**src/shared/paired_timer_params.svh**
```systemverilog
// register indices, field positions, reset values and prescale counts of the paired timer
// assumes byte address = 4 * index on a 32-bit apb bus
`ifndef PAIRED_TIMER_PARAMS_SVH
`define PAIRED_TIMER_PARAMS_SVH
`define TMR_W 16
`define IDX_W 10
// register indices, byte address is four times the index
`define IDX_LO_CNT 10'h106
`define IDX_HOLD 10'h108
`define IDX_HI_CNT 10'h10A
`define IDX_LO_PER 10'h10C
`define IDX_HI_PER 10'h10E
`define IDX_LO_CON 10'h110
`define IDX_HI_CON 10'h112
`define IDX_IRQ_STAT 10'h114
`define IDX_IRQ_MASK 10'h116
// control field positions
`define CON_ON 15
`define CON_IDLE_STOP 13
`define CON_GATE 6
`define CON_PS_HI 5
`define CON_PS_LO 4
`define CON_PAIR 3
`define CON_EXT 1
// implemented control bits, the rest read as zero
`define CON_LO_MASK 16'hA07A
`define CON_HI_MASK 16'hA072
// reset values
`define RST_CNT 16'h0000
`define RST_PER 16'hFFFF
`define RST_CON 16'h0000
// prescaler terminal counts for 1:1, 1:8, 1:64, 1:256
`define PS_W 8
`define PS_END1 8'h00
`define PS_END8 8'h07
`define PS_END64 8'h3F
`define PS_END256 8'hFF
// status and mask bit positions
`define IRQ_LO 0
`define IRQ_HI 1
`define IRQ_W 2
`endif

```
**src/shared/paired_timer_pkg.sv**
```systemverilog
// types of the paired timer: state records of the tick unit and of the core
// assumes the params header is on the include path
`include "paired_timer_params.svh"
package paired_timer_pkg;
	typedef struct packed {
		logic ext_q;
		logic gate_q;
		logic [`PS_W-1:0] pcnt;
		logic tick;
		logic gate_fall;
	} tick_state_t;

	typedef struct packed {
		logic [`TMR_W-1:0] cnt_lo;
		logic [`TMR_W-1:0] cnt_hi;
		logic [`TMR_W-1:0] hold;
		logic [`TMR_W-1:0] per_lo;
		logic [`TMR_W-1:0] per_hi;
		logic [`TMR_W-1:0] con_lo;
		logic [`TMR_W-1:0] con_hi;
		logic [`IRQ_W-1:0] stat;
		logic [`IRQ_W-1:0] mask;
		logic [31:0] prdata;
		logic clr_lo;
		logic clr_hi;
	} core_state_t;
endpackage

```
**src/shared/timer_tick_if.sv**
```systemverilog
// carrier between the timer core and one tick unit
// assumes both ends sit on the same clock
`timescale 1ns/100ps
`default_nettype none
interface timer_tick_if;
	logic on;
	logic ext_sel;
	logic gate_en;
	logic [1:0] ps_sel;
	logic idle_stop;
	logic clr;
	logic ext_clk;
	logic gate_pin;
	logic idle;
	logic tick;
	logic gate_fall;
	modport core (output on, ext_sel, gate_en, ps_sel, idle_stop, clr, ext_clk, gate_pin, idle,
		input tick, gate_fall);
	modport unit (input on, ext_sel, gate_en, ps_sel, idle_stop, clr, ext_clk, gate_pin, idle,
		output tick, gate_fall);
endinterface
`default_nettype wire

```
**src/rtl/paired_32bit_timer.sv**
```systemverilog
// two 16-bit timers that chain into one 32-bit timer, apb register slave
// assumes pins synchronous to i_clk_sys; i_idle is high while the processor idles
//
// The address map and register access over APB were decided locally.
`timescale 1ns/100ps
`default_nettype none
module paired_32bit_timer
	import paired_timer_pkg::*;
#(
	parameter int ADDR_W = 12
)(
	input wire logic i_clk_sys,
	input wire logic i_arst_n,
	input wire logic i_clk_en,
	input wire logic i_psel,
	input wire logic i_penable,
	input wire logic i_pwrite,
	input wire logic [ADDR_W-1:0] i_paddr,
	input wire logic [31:0] i_pwdata,
	output logic [31:0] o_prdata,
	output logic o_pready,
	output logic o_pslverr,
	input wire logic i_idle,
	input wire logic i_ext_clk_lo,
	input wire logic i_ext_clk_hi,
	output logic o_irq
);
	// the highest register index must fit the address bus
	if (ADDR_W < `IDX_W + 2)
	begin : g_bad_addr
		$error("ADDR_W too small for register map");
	end

	// the pair is built as two 16-bit halves of one 32-bit word
	// a wider half would overflow the zero-extended step and the read word
	if (`TMR_W != 16)
	begin : g_bad_tmr_w
		$error("timer width must be 16");
	end

	// prescale select is decoded as two adjacent control bits
	if (`CON_PS_HI != `CON_PS_LO + 1)
	begin : g_bad_ps_field
		$error("prescale field must be two adjacent bits");
	end

	// status and mask are packed into the low two bits of a read word
	if (`IRQ_W != 2)
	begin : g_bad_irq_w
		$error("status width must be 2");
	end

	core_state_t s_r;
	core_state_t s_nxt;
	timer_tick_if lo_if ();
	timer_tick_if hi_if ();
	logic pair;
	logic setup;
	logic acc;
	logic [`IDX_W-1:0] idx;
	logic [31:0] per32;
	logic [31:0] cnt32;
	logic [`IRQ_W-1:0] set_ev;
	logic wr_acc;
	logic rd_setup;
	logic tick_lo;
	logic tick_hi;
	logic fall_lo;
	logic fall_hi;
	logic match_lo;
	logic match_hi;
	logic match32;
	logic [31:0] nxt32;
	logic [15:0] nxt_lo;
	logic [15:0] nxt_hi;

	// register map by index, the byte address is four times the index:
	//   low count, upper word hold, high count
	//   low period, high period
	//   low control, high control
	//   interrupt status (write one to clear), interrupt mask
	// control word: bit 15 on, 13 idle stop, 6 gate, 5:4 prescale, 3 pair, 1 external
	// the pair bit exists in the low control only; the high control never chains
	// status and mask: bit 0 low timer, bit 1 high timer or the pair
	// the hold register only matters while paired, but stays readable always

	// register index decode, byte address is four times the index
	function automatic logic [`IDX_W-1:0] to_idx(input logic [ADDR_W-1:0] a);
		return a[`IDX_W+1:2];
	endfunction

	// index lies on the map
	function automatic logic is_mapped(input logic [`IDX_W-1:0] i);
		case (i)
			`IDX_LO_CNT, `IDX_HOLD, `IDX_HI_CNT, `IDX_LO_PER, `IDX_HI_PER,
			`IDX_LO_CON, `IDX_HI_CON, `IDX_IRQ_STAT, `IDX_IRQ_MASK: return 1'b1;
			default: return 1'b0;
		endcase
	endfunction

	// one counter step: wrap to zero on period match, else increment
	function automatic logic [31:0] step(input logic [31:0] c, input logic [31:0] p);
		return (c == p) ? 32'h0000_0000 : c + 32'h0000_0001;
	endfunction

	assign pair = s_r.con_lo[`CON_PAIR];
	assign setup = i_psel && !i_penable;
	assign acc = i_psel && i_penable;
	assign idx = to_idx(i_paddr);
	assign cnt32 = {s_r.cnt_hi, s_r.cnt_lo};
	assign per32 = {s_r.per_hi, s_r.per_lo};

	// bus phases: read data is captured at setup, writes commit at access
	assign rd_setup = setup && !i_pwrite;
	assign wr_acc = acc && i_pwrite;

	// tick and gate-end events of both halves
	assign tick_lo = lo_if.tick;
	assign tick_hi = hi_if.tick;
	assign fall_lo = lo_if.gate_fall;
	assign fall_hi = hi_if.gate_fall;

	// period matches; a 16-bit half compares only its own word
	assign match_lo = (s_r.cnt_lo == s_r.per_lo);
	assign match_hi = (s_r.cnt_hi == s_r.per_hi);
	assign match32 = (cnt32 == per32);

	// next counts; a half goes through the 32-bit step zero-extended and cut back
	assign nxt32 = step(cnt32, per32);
	assign nxt_lo = 16'(step({16'h0000, s_r.cnt_lo}, {16'h0000, s_r.per_lo}));
	assign nxt_hi = 16'(step({16'h0000, s_r.cnt_hi}, {16'h0000, s_r.per_hi}));

	// low tick unit always steered by low control
	assign lo_if.on = s_r.con_lo[`CON_ON];
	assign lo_if.ext_sel = s_r.con_lo[`CON_EXT];
	assign lo_if.gate_en = s_r.con_lo[`CON_GATE];
	assign lo_if.ps_sel = s_r.con_lo[`CON_PS_HI:`CON_PS_LO];
	assign lo_if.idle_stop = s_r.con_lo[`CON_IDLE_STOP];
	assign lo_if.clr = s_r.clr_lo;
	assign lo_if.ext_clk = i_ext_clk_lo;
	assign lo_if.gate_pin = i_ext_clk_lo;
	assign lo_if.idle = i_idle;

	// high unit is held off while paired, so its control has no effect
	assign hi_if.on = s_r.con_hi[`CON_ON] && !pair;
	assign hi_if.ext_sel = s_r.con_hi[`CON_EXT];
	assign hi_if.gate_en = s_r.con_hi[`CON_GATE];
	assign hi_if.ps_sel = s_r.con_hi[`CON_PS_HI:`CON_PS_LO];
	assign hi_if.idle_stop = s_r.con_hi[`CON_IDLE_STOP];
	assign hi_if.clr = s_r.clr_hi;
	assign hi_if.ext_clk = i_ext_clk_hi;
	assign hi_if.gate_pin = i_ext_clk_hi;
	assign hi_if.idle = i_idle;

	timer_tick_unit #(
		.SYNC_OUT(1'b1)
	) u_lo (
		.i_clk_sys(i_clk_sys),
		.i_arst_n(i_arst_n),
		.i_clk_en(i_clk_en),
		.t(lo_if)
	);

	timer_tick_unit #(
		.SYNC_OUT(1'b0)
	) u_hi (
		.i_clk_sys(i_clk_sys),
		.i_arst_n(i_arst_n),
		.i_clk_en(i_clk_en),
		.t(hi_if)
	);

	// counting, register access and interrupt flags
	always_comb
	begin
		s_nxt = s_r;
		set_ev = '0;
		s_nxt.clr_lo = 1'b0;
		s_nxt.clr_hi = 1'b0;

		// counting; a same-cycle software write below takes precedence
		if (pair)
		begin
			// the pair wraps only on the full 32-bit match
			if (tick_lo)
			begin
				{s_nxt.cnt_hi, s_nxt.cnt_lo} = nxt32;
				set_ev[`IRQ_HI] = match32;
			end
			if (fall_lo)
				set_ev[`IRQ_HI] = 1'b1;
		end
		else
		begin
			// each half runs on its own tick and period
			if (tick_lo)
			begin
				s_nxt.cnt_lo = nxt_lo;
				set_ev[`IRQ_LO] = match_lo;
			end
			if (tick_hi)
			begin
				s_nxt.cnt_hi = nxt_hi;
				set_ev[`IRQ_HI] = match_hi;
			end
			if (fall_lo)
				set_ev[`IRQ_LO] = 1'b1;
			if (fall_hi)
				set_ev[`IRQ_HI] = 1'b1;
		end

		// read data is taken in the setup cycle so the access phase needs no wait
		if (rd_setup)
		begin
			case (idx)
				`IDX_LO_CNT:
				begin
					s_nxt.prdata = {16'h0000, s_r.cnt_lo};
					s_nxt.hold = s_r.cnt_hi;
				end
				`IDX_HOLD: s_nxt.prdata = {16'h0000, s_r.hold};
				`IDX_HI_CNT: s_nxt.prdata = {16'h0000, s_r.cnt_hi};
				`IDX_LO_PER: s_nxt.prdata = {16'h0000, s_r.per_lo};
				`IDX_HI_PER: s_nxt.prdata = {16'h0000, s_r.per_hi};
				`IDX_LO_CON: s_nxt.prdata = {16'h0000, s_r.con_lo};
				`IDX_HI_CON: s_nxt.prdata = {16'h0000, s_r.con_hi};
				`IDX_IRQ_STAT: s_nxt.prdata = {30'h0000_0000, s_r.stat};
				`IDX_IRQ_MASK: s_nxt.prdata = {30'h0000_0000, s_r.mask};
				default: s_nxt.prdata = 32'h0000_0000;
			endcase
		end

		// writes take effect at the access edge; stat is write-one-to-clear
		if (wr_acc)
		begin
			case (idx)
				`IDX_LO_CNT:
				begin
					s_nxt.cnt_lo = i_pwdata[15:0];
					s_nxt.clr_lo = 1'b1;
					if (pair)
					begin
						s_nxt.cnt_hi = s_r.hold;
						s_nxt.clr_hi = 1'b1;
					end
				end
				`IDX_HOLD: s_nxt.hold = i_pwdata[15:0];
				`IDX_HI_CNT:
				begin
					s_nxt.cnt_hi = i_pwdata[15:0];
					s_nxt.clr_hi = 1'b1;
					s_nxt.clr_lo = pair;
				end
				`IDX_LO_PER: s_nxt.per_lo = i_pwdata[15:0];
				`IDX_HI_PER: s_nxt.per_hi = i_pwdata[15:0];
				`IDX_LO_CON: s_nxt.con_lo = i_pwdata[15:0] & `CON_LO_MASK;
				`IDX_HI_CON: s_nxt.con_hi = i_pwdata[15:0] & `CON_HI_MASK;
				`IDX_IRQ_STAT: s_nxt.stat = s_r.stat & ~i_pwdata[`IRQ_W-1:0];
				`IDX_IRQ_MASK: s_nxt.mask = i_pwdata[`IRQ_W-1:0];
				default: ;
			endcase
		end

		// a hardware event in the clearing cycle still sets its flag
		s_nxt.stat = s_nxt.stat | set_ev;
	end

	// zero-wait slave; unmapped indices answer with an error
	assign o_pready = 1'b1;
	assign o_pslverr = acc && !is_mapped(idx);
	assign o_prdata = s_r.prdata;
	// high enable gates the pair's interrupt, low enable only serves the low timer
	assign o_irq = |(s_r.stat & s_r.mask);

	// state register; periods reset to all ones so a fresh timer spans the full range
	// a low clock enable freezes counting and bus writes alike
	always_ff @(posedge i_clk_sys or negedge i_arst_n)
	begin
		if (!i_arst_n)
		begin
			s_r <= '0;
			s_r.per_lo <= `RST_PER;
			s_r.per_hi <= `RST_PER;
			s_r.con_lo <= `RST_CON;
			s_r.con_hi <= `RST_CON;
			s_r.cnt_lo <= `RST_CNT;
			s_r.cnt_hi <= `RST_CNT;
		end
		else if (i_clk_en)
			s_r <= s_nxt;
	end
endmodule
`default_nettype wire

```
**src/rtl/timer_tick_unit.sv**
```systemverilog
// clock source select, gate, idle stop and prescaler of one 16-bit timer
// assumes pins are synchronous to i_clk_sys; emits one-cycle count ticks
`timescale 1ns/100ps
`default_nettype none
module timer_tick_unit
	import paired_timer_pkg::*;
#(
	parameter bit SYNC_OUT = 1'b1
)(
	input wire logic i_clk_sys,
	input wire logic i_arst_n,
	input wire logic i_clk_en,
	timer_tick_if.unit t
);
	tick_state_t s_r;
	tick_state_t s_nxt;
	logic [`PS_W-1:0] ps_end;
	logic src;
	logic run;
	logic raw;

	// terminal count of the prescaler
	always_comb
	begin
		case (t.ps_sel)
			2'h0: ps_end = `PS_END1;
			2'h1: ps_end = `PS_END8;
			2'h2: ps_end = `PS_END64;
			default: ps_end = `PS_END256;
		endcase
	end

	// external edge or gated internal cycle feeds the prescaler
	always_comb
	begin
		s_nxt = s_r;
		s_nxt.ext_q = t.ext_clk;
		s_nxt.gate_q = t.gate_pin;
		run = t.on && !(t.idle && t.idle_stop);
		if (t.ext_sel)
			src = t.ext_clk && !s_r.ext_q;
		else if (t.gate_en)
			src = t.gate_pin;
		else
			src = 1'b1;
		raw = run && src && (s_r.pcnt == ps_end);
		// prescaler clears on a count write or while off
		if (t.clr || !t.on)
			s_nxt.pcnt = '0;
		else if (run && src)
			s_nxt.pcnt = raw ? '0 : s_r.pcnt + 1'b1;
		// gate falls end an accumulation; only meaningful on internal clock
		s_nxt.gate_fall = t.on && t.gate_en && !t.ext_sel && s_r.gate_q && !t.gate_pin;
		s_nxt.tick = raw;
	end

	// low timer retimes its prescaler output, high timer passes it straight
	assign t.tick = SYNC_OUT ? s_r.tick : raw;
	assign t.gate_fall = s_r.gate_fall;

	always_ff @(posedge i_clk_sys or negedge i_arst_n)
	begin
		if (!i_arst_n)
			s_r <= '0;
		else if (i_clk_en)
			s_r <= s_nxt;
	end
endmodule
`default_nettype wire

```
**config.mk**
```make
export PLATFORM = sky130hd
export DESIGN_NAME = paired_32bit_timer
export DESIGN_NICKNAME = d
export VERILOG_FILES = /design/src/shared/paired_timer_pkg.sv /design/src/shared/timer_tick_if.sv /design/src/rtl/paired_32bit_timer.sv /design/src/rtl/timer_tick_unit.sv
export VERILOG_INCLUDE_DIRS = /design/src /design/src/shared
export SDC_FILE = /design/constraint.sdc
export NUM_CORES = 1
export LEC_CHECK = 0
export BUFFER_PORTS_ARGS = -buffer_cell sky130_fd_sc_hd__buf_2
export CAP_MARGIN = 20
export CORE_ASPECT_RATIO = 1.75
export CORE_MARGIN = 8
export CORE_UTILIZATION = 50
export DETAILED_ROUTE_END_ITERATION = 16
export PLACE_DENSITY = 0.69
export REMOVE_ABC_BUFFERS = 1
export SYNTH_ARGS = -nofsm -noshare
export SYNTH_HDL_FRONTEND = slang
export SYNTH_HIERARCHICAL = 1
export SYNTH_SLANG_ARGS = --single-unit
```
**constraint.sdc**
```tcl
create_clock -name i_clk_sys -period 3.8 [get_ports i_clk_sys]
set_clock_uncertainty 0.2 [all_clocks]
set_input_delay 0.76 -clock i_clk_sys [delete_from_list [all_inputs] [get_ports i_clk_sys]]
set_output_delay 0.76 -clock i_clk_sys [all_outputs]
set_load 0.05 [all_outputs]
```
==> metrics.md, run 1 <==
| Metric | Value |
|---|---|
| Setup crit end kind | flop |
| Worst-path fanout max | 8 |
| Switch Pwr | 1.14 mW |
| Most common cell in the synthesized netlist | dfrtp_1 |
| Yosys top cell area share | 29.3% |
| Critical path type | reg -> reg |
| CORE AREA | 17,900 µm² |
| CTS Buf Count | 17 |
| Synth cell count leaders | 106 x dfrtp_1, 84 x nor2_1, 80 x nand2_1, 52 x mux2_2 |
| Gpl congestion | 0.987 |
| CTS root buf | clkbuf_16 |
| Period Utilization, post-route | 89.9% |
| Die height | 194 µm |
| First-pass GRT wire length | 49.8 mm |
| Post-synthesis register bit count | 138 |
| Metal-1 WL | 10.8 mm |
| Switching Fraction | 29.1% |
| WL/cell | 25.7 µm |
| CTS tree | built |
| Tmin final | 3.42 ns |
| Vias after detailed routing | 8,459 |
| Sink Count | 138 |
| Synth area leader | dfrtp_1 |
| Gate power share | 12.9% |
| IO Port Bufs | 52 |
| Post_cts resized | 0 |
| Required time of the critical path | 3.92 ns |
| DR DRC count | 0 |
| Grt total ovfl | 0 |
| Pwr Density | 387 nW/µm² |
| Highest routed layer | met4 |
| Clock-pin slew on the worst setup and hold paths | 0.06 ns |
| Fin cells | 1,261 |
| Final Max Tran Viols | 0 |
| Post-place setup slack | 0.429 ns |
| Slew HR | 37.1% |
| Actual slew at the worst max-slew pin | 0.944 ns |
| CP max stage cell | or4_4 |
| Vias/cell | 6.71 |
| Die X | 118 µm |
| Area taken by multi-input logic gates | 5010 µm² |
| Synthesized area | 9060 µm² |
| Crit path cell chain | or4_4, a22oi_4, and3_2, nand4_1, nor3_1, nand2_1, xor2_1, nor3_1, o32a_1 |
| Register area | 3490 µm² |
| Setup TNS | 0 ns |
| Distinct cells, synth | 96 |
| Post-synth EDFFs | 0 |
| Vias in the first global route | 8,460 |
| CP dominant cell by count | nor3_1 |
| Detail Route Antenna Nets | 0 |
| Count of final setup violators | 0 |
| Slowest stage delay, CP | 0.57 ns |
| Synth area leaders | dfrtp_1 29%, dfstp_2 9.3%, mux2_2 6.5%, nor2_1 3.5%, xnor2_1 3.5% |
| Flop2flop setup slack | 0.38 ns |
| Hold Violations, Final | 0 |
| Final WS setup | 0.385 ns |
| Fmax | 293 MHz |
| Gr usage total | 28.4% |
| Layout Nets | 1,071 |
| CTS HTree Levels | 4 |
| Mapped Cells | 981 |
| Final wirelength | 32.4 mm |
| VDD IR max | 0.282 mV |
| Dpl cells | 1,228 |
| Post CTS Setup Buffer Count | 0 |
| Antenna violations before repair | 0 |
| Layout fillers | 1,668 |
| Most used flip-flop cell after synthesis | dfrtp_1 |
| Pre-antenna DRT Iters | 6 |
| Met3 WL post-DR | 2.49 mm |
| Maximum clock insertion buffer count | 2 |
| Final Util | 56.4% |
| # hold bufs at CTS | 0 |
| P_leak | 4.01 nW |
| Initial Util | 50.7% |
| Pin count of the biggest net entering global routing | 95 |
| Yosys warnings | 6 |
| Antenna diode count | 0 |
| Status | finished, final reports clean |
| Share of cells above drive strength 1 | 24.7% |
| Max_cap viols | 0 |
| Die area | 22,900 µm² |
| Clk network pwr share | 46.8% |
| Post-DP HPWL | 23.0 mm |
| Data arrival, critical path | 3.53 ns |
| Avg Synthesized Cell Area | 9.24 µm² |
| 1st-iter DRT viols | 952 |
| Asr flop ratio synth | 100% |
| Routed length on met2 | 16.2 mm |
| I/O pins | 88 |
| Design Power | 3.90 mW |
| Layout area overhead | 11.3% |
| Critical Path Start Type | flop |
| Later-pin clock latency in the skew report | 0.43 ns |
| Worst min-delay path class | in -> async |
| RSZ-0062 raised after global routing | false |
| Cell Int Power | 2.77 mW |
| Sequential area share after synthesis | 38.5% |
| Seq pwr share | 40.3% |
| Rows | 65 |
-- area by class of cell --
class / instances / share of cell area (%)
Multi-Input combinational cell: 747 / 49.7
Clock buffer: 18 / 4.25
Timing Repair Buffer: 93 / 5.79
Tap cell: 234 / 2.90
Inverter: 17 / 0.632
Clock inverter: 14 / 2.10
Sequential cell: 138 / 34.6
-- state kept, by name (all words and copies together) (netlist names), 2 cells and up --
| register | flops |
|---|---|
| u_lo/s_r | 10 |
| lo_if.ps_sel | 2 |
| hi_if.ps_sel | 2 |
| o_prdata | 16 |
| s_r | 21 |
| per32 | 32 |
| u_hi/s_r | 10 |
| cnt32 | 32 |
-- worst paths after layout --
check,from,end,cells past startpoint
min reg2reg,u_lo/s_r[11]$_DFFE_PN0P_,u_lo/s_r[11]$_DFFE_PN0P_,1
max,u_hi/s_r[6]$_DFFE_PN0P_,cnt32[31]$_DFFE_PN0P_,9
max reg2reg,u_hi/s_r[6]$_DFFE_PN0P_,cnt32[31]$_DFFE_PN0P_,9
min in group i_clk_sys,u_lo/s_r[11]$_DFFE_PN0P_,u_lo/s_r[11]$_DFFE_PN0P_,1
min,i_arst_n,u_lo/s_r[3]$_DFFE_PN0P_,1
max in group asynchronous,i_arst_n,per32[25]$_DFFE_PN1P_,2
-- power groups by stage --
| stage | Combinational, mW | Sequential [mW] | Clock, mW |
|---|---|---|---|
| final | 0.504 | 1.57 | 1.83 |
| after global routing | 0.534 | 1.58 | 1.90 |
| after CTS | 0.500 | 1.57 | 1.84 |
| after detailed placement | 0.498 | 1.60 | 0 |
| after global placement | 0.496 | 1.59 | 0 |
| after floorplan | 0.173 | 1.71 | 0 |
-- metrics by stage --
stage	instance area, µm²	hold WS (ns)
after global placement	9440	0.281
after floorplan	8570	0.264
final	10100	0.0358
after CTS	10100	0.0564
after global routing	10100	0.0727
after detailed placement	9440	0.289
-- worst max-delay path: cells and delay by family, from the launching register on --
family | cells | cell delay (ns)
and+or+nand+nor | 6 | 1.82
AOI/OAI and AO/OA | 2 | 0.59
DFF | 1 | 0.46
xor gates and xnor gates | 1 | 0.22
-- cells in the final DEF (no fill, tap or decap), drive strengths merged, types with 8 or more instances in the layout --
cell type / instances
a21o: 8
a21oi: 48
a221oi: 10
a222oi: 17
a22oi: 21
a31oi: 24
and3: 13
buf: 93
clkbuf: 18
conb: 17
dfrtp: 106
dfstp: 32
inv: 21
mux2: 53
nand2: 82
nand3: 39
nand4: 23
nor2: 86
nor2b: 10
nor3: 28
nor3b: 8
nor4: 9
o21ai: 52
o22ai: 20
o31ai: 8
or3: 12
xnor2: 40
-- layer usage --
| layer | vias to the layer above | GRT usage, % |
|---|---|---|
| met5 | - | 0 |
| met4 | 0 | 24.3 |
| met3 | 152 | 6.73 |
| met2 | 496 | 47.7 |
| met1 | 4095 | 29.2 |
| li1 | 3716 | - |
-- cell families after synthesis --
group / synth area share [%]
other: 0.0829
and+or+nand+nor: 20.4
DFF: 38.5
muxes: 6.85
adders and majority gates: 0.552
buffers and inverters: 6.75
xor gates and xnor gates: 4.58
AOI/OAI and AO/OA: 22.2
(Power assumes the default switching activity.)
==> run 2, diff against run 1 <==
- ABC_AREA: not set -> 1
==> run 2 against run 1 <==
Compared with the run above: synthesized cell count up 55%; area after synthesis grew 10%; wire length increased by 18%; non-clock buffer count shrank 6; total power up 9.8%; cell area increased by 9.8%; flip-flop and latch count unchanged; global-route usage rose by 3.3 points; register-to-register slack improved by 0.28 ns; sequential share of layout area down 3.1 points; fmax grew 9.0%; largest cell class unchanged; highest routed layer unchanged.
==> metrics.md, run 2 <==
| Metric | Value |
|---|---|
| Status | finished, final reports clean (unchanged) |
| Pwr Density | 387 nW/µm² (about the same) |
| Switch Pwr | 1.33 mW (was 1.14 mW) |
| Post CTS Setup Buffer Count | 0 (unchanged) |
| Worst r2r path cells | 16 (was 9) |
| Layout Nets | 1,612 (was 1,071) |
| CTS tree | built (unchanged) |
| Grt total ovfl | 0 (unchanged) |
| Sink Count | 138 (unchanged) |
| Post-synthesis register bit count | 138 (unchanged) |
| Final Max Tran Viols | 0 (unchanged) |
| Gr usage total | 31.7% (was 28.4%) |
| RSZ-0062 raised after global routing | false (unchanged) |
| Slew HR | 45.5% (was 37.1%) |
| Post_cts resized | 0 (unchanged) |
| Die height | 203 µm (was 194 µm) |
| Count of final setup violators | 0 (unchanged) |
| Commonest non-fill, non-tap cell in the layout | nand2_1 (was dfrtp_1) |
| Final wirelength | 38.2 mm (was 32.4 mm) |
| Switching Fraction | 31.0% (was 29.1%) |
| First-pass GRT wire length | 58.5 mm (was 49.8 mm) |
| Post-DP Area | 10,400 µm² (was 9440 µm²) |
| Later-pin clock latency in the skew report | 0.45 ns (was 0.43 ns) |
| CTS HTree Levels | 4 (unchanged) |
| CTS Buf Count | 17 (unchanged) |
| Period Utilization, post-route | 82.4% (was 89.9%) |
| CORE AREA | 19,700 µm² (was 17,900 µm²) |
| 1st-iter DRT viols | 911 (was 952) |
| Setup TNS | 0 ns (unchanged) |
| Required time of the critical path | 3.93 ns (was 3.92 ns) |
| Max_cap viols | 0 (unchanged) |
| Vias after detailed routing | 10.3k (was 8,459) |
| Synth area leaders | dfrtp_1 27%, nand2_1 17%, dfstp_2 8.4%, o21ai_0 7.2%, inv_1 6.8% (was dfrtp_1 29%, dfstp_2 9.3%, mux2_2 6.5%, nor2_1 3.5%, xnor2_1 3.5%) |
| Die X | 123 µm (was 118 µm) |
| Most used flip-flop cell after synthesis | dfrtp_1 (unchanged) |
| CTS root buf | clkbuf_16 (unchanged) |
| IO Port Bufs | 52 (unchanged) |
| Pre-antenna DRT Iters | 8 (was 6) |
| # hold bufs at CTS | 0 (unchanged) |
| Actual slew at the worst max-slew pin | 0.817 ns (was 0.944 ns) |
| Initial Util | 50.9% (was 50.7%) |
| Data arrival, critical path | 3.27 ns (was 3.53 ns) |
| Synth area leader | dfrtp_1 (unchanged) |
| Cell Int Power | 2.96 mW (was 2.77 mW) |
| Yosys top cell area share | 26.5% (was 29.3%) |
| Worst min-delay path class | in -> async (unchanged) |
| Reg2reg start | pair$_DFFE_PN0P_ (was u_hi/s_r[6]$_DFFE_PN0P_) |
| Worst-path fanout max | 6 (was 8) |
| VDD IR max | 0.304 mV (was 0.282 mV) |
| Design area | 11,100 µm² (was 10,100 µm²) |
| Asr flop ratio synth | 100% (unchanged) |
| Flop2flop setup slack | 0.67 ns (was 0.38 ns) |
| Distinct cells, synth | 51 (was 96) |
| Clock-pin slew on the worst setup and hold paths | 0.06 ns (about the same) |
| RR Endpoint | cnt32[27]$_DFFE_PN0P_ (was cnt32[31]$_DFFE_PN0P_) |
| Layout area overhead | 10.8% (was 11.3%) |
| Clk network pwr share | 44.1% (was 46.8%) |
| Fmax | 319 MHz (was 293 MHz) |
| Post-DP HPWL | 28.2 mm (was 23.0 mm) |
| CP bufs+invs | 3 (was 0) |
| Gate power share | 16.5% (was 12.9%) |
| Hold Violations, Final | 0 (unchanged) |
| Vias/cell | 5.70 (was 6.71) |
| Antenna diode count | 0 (unchanged) |
| Avg Synthesized Cell Area | 6.59 µm² (was 9.24 µm²) |
| Seq pwr share | 39.5% (was 40.3%) |
| Critical path type | reg -> reg (unchanged) |
| Gpl congestion | 1.03 (was 0.987) |
| Yosys warnings | 6 (unchanged) |
| Critical Path Start Type | flop (unchanged) |
| Pin count of the biggest net entering global routing | 68 (was 95) |
| P_leak | 5.27 nW (was 4.01 nW) |
| WL/cell | 21.1 µm (was 25.7 µm) |
| CP delay by family, top | simple AND/OR/NAND/NOR gates (unchanged) |
| Crit path cell chain | nor2_1, inv_2, a21oi_2, nand3_2, inv_1, nand3_4, inv_1, nand2_1, nor2_1, nand3_1, xor2_1, nor2_1, nand3_1, nand3_1, a21boi_0, nand2_1 (was or4_4, a22oi_4, and3_2, nand4_1, nor3_1, nand2_1, xor2_1, nor3_1, o32a_1) |
| Post-synth EDFFs | 0 (unchanged) |
| Slowest stage delay, CP | 0.40 ns (was 0.57 ns) |
| Tmin final | 3.13 ns (was 3.42 ns) |
| Sequential area share after synthesis | 34.9% (was 38.5%) |
| Most common cell in the synthesized netlist | nand2_1 (was dfrtp_1) |
| Vias in the first global route | 10.2k (was 8,460) |
| Setup crit end kind | flop (unchanged) |
| Share of cells above drive strength 1 | 12.8% (was 24.7%) |
| I/O pins | 88 (unchanged) |
| Die area | 25,000 µm² (was 22,900 µm²) |
| Rows | 68 (was 65) |
| CP max stage cell | dfrtp_1 (was or4_4) |
| Maximum clock insertion buffer count | 2 (unchanged) |
| Antenna violations before repair | 0 (unchanged) |
| Most frequent cells in the layout | 454 x nand2_1, 182 x inv_1, 168 x nor2_1, 144 x o21ai_0, 106 x dfrtp_1 (was 106 x dfrtp_1, 84 x nor2_1, 80 x nand2_1, 52 x mux2_2, 52 x buf_2) |
| DR DRC count | 0 (unchanged) |
| Synthesized area | 10,000 µm² (was 9060 µm²) |
| Detail Route Antenna Nets | 0 (unchanged) |
| Mapped Cells | 1,517 (was 981) |
| Synth cell count leaders | 454 x nand2_1, 182 x inv_1, 168 x nor2_1, 144 x o21ai_0, 106 x dfrtp_1 (was 106 x dfrtp_1, 84 x nor2_1, 80 x nand2_1, 52 x mux2_2) |
run 2: cell count changes in the layout (fill, tap and decap cells not counted), sizes merged, moves of 40 or more:
cell,change
nand2,+385
nor2,+94
xnor2,-40
o21ai,+106
inv,+173
mux2,-53
run 2: power groups by stage:
stage | Combinational [mW] | Clock, mW | Sequential (mW)
after floorplan | 0.456 | 0 | 1.67
after global placement | 0.688 | 0 | 1.71
after detailed placement | 0.695 | 0 | 1.71
after CTS | 0.699 | 1.91 | 1.68
after global routing | 0.789 | 1.97 | 1.70
final | 0.706 | 1.89 | 1.69
run 2: layout make-up:
class | count | area [µm²]
multi-input combinational | 1118 | 5360
timing repair buffer | 87 | 542
inverter | 193 | 724
clock inverter | 14 | 216
sequential | 138 | 3490
clock buffer | 18 | 439
fill | 1950 | 8570
tap | 245 | 307
run 2: worst max path at each step:
stage | from | end | slack (ns) | depth (start not counted)
5_1_grt | pair$_DFFE_PN0P_ | cnt32[27]$_DFFE_PN0P_ | 0.48 | 16
3_3_place_gp | i_idle | cnt32[27]$_DFFE_PN0P_ | 0.43 | 15
2_1_floorplan | i_paddr[10] | o_pslverr | 0.23 | 7
3_5_place_dp | i_idle | cnt32[27]$_DFFE_PN0P_ | 0.42 | 15
4_1_cts | pair$_DFFE_PN0P_ | cnt32[27]$_DFFE_PN0P_ | 0.67 | 16
6_report | pair$_DFFE_PN0P_ | cnt32[27]$_DFFE_PN0P_ | 0.67 | 16
run 2: kinds of logic after synthesis:
family	count (synthesis)	synth area share [%]
flops	138	34.9
simple gates	787	33.4
compound gates	272	15.7
buf+inv	276	12.1
fa+ha+maj	4	0.500
other cells	2	0.0751
xor+xnor	38	3.33
run 2: per-layer routing:
| layer | routed length, µm | global-route usage (%) | share of wire, % | up-vias |
|---|---|---|---|---|
| met5 | 0 | 0 | 0 | - |
| met4 | 3490 | 25.5 | 9.1 | 0 |
| met3 | 2560 | 5.81 | 6.7 | 190 |
| met2 | 18800 | 53.4 | 49 | 461 |
| met1 | 13300 | 33.6 | 35 | 4775 |
| li1 | - | - | - | 4904 |
run 2: through the flow:
stage | std cells | power (mW) | setup WS (ns) | hold WS (ns) | utilization, %
after global placement | 1781 | 2.39 | 0.433 | 0.257 | 53.0
after global routing | 1813 | 4.46 | 0.478 | 0.171 | 56.4
after CTS | 1813 | 4.29 | 0.669 | 0.143 | 56.4
final | 1813 | 4.29 | 0.667 | 0.106 | 56.4
after detailed placement | 1781 | 2.40 | 0.417 | 0.260 | 53.0
after floorplan | 1449 | 2.12 | 0.227 | 0.241 | -
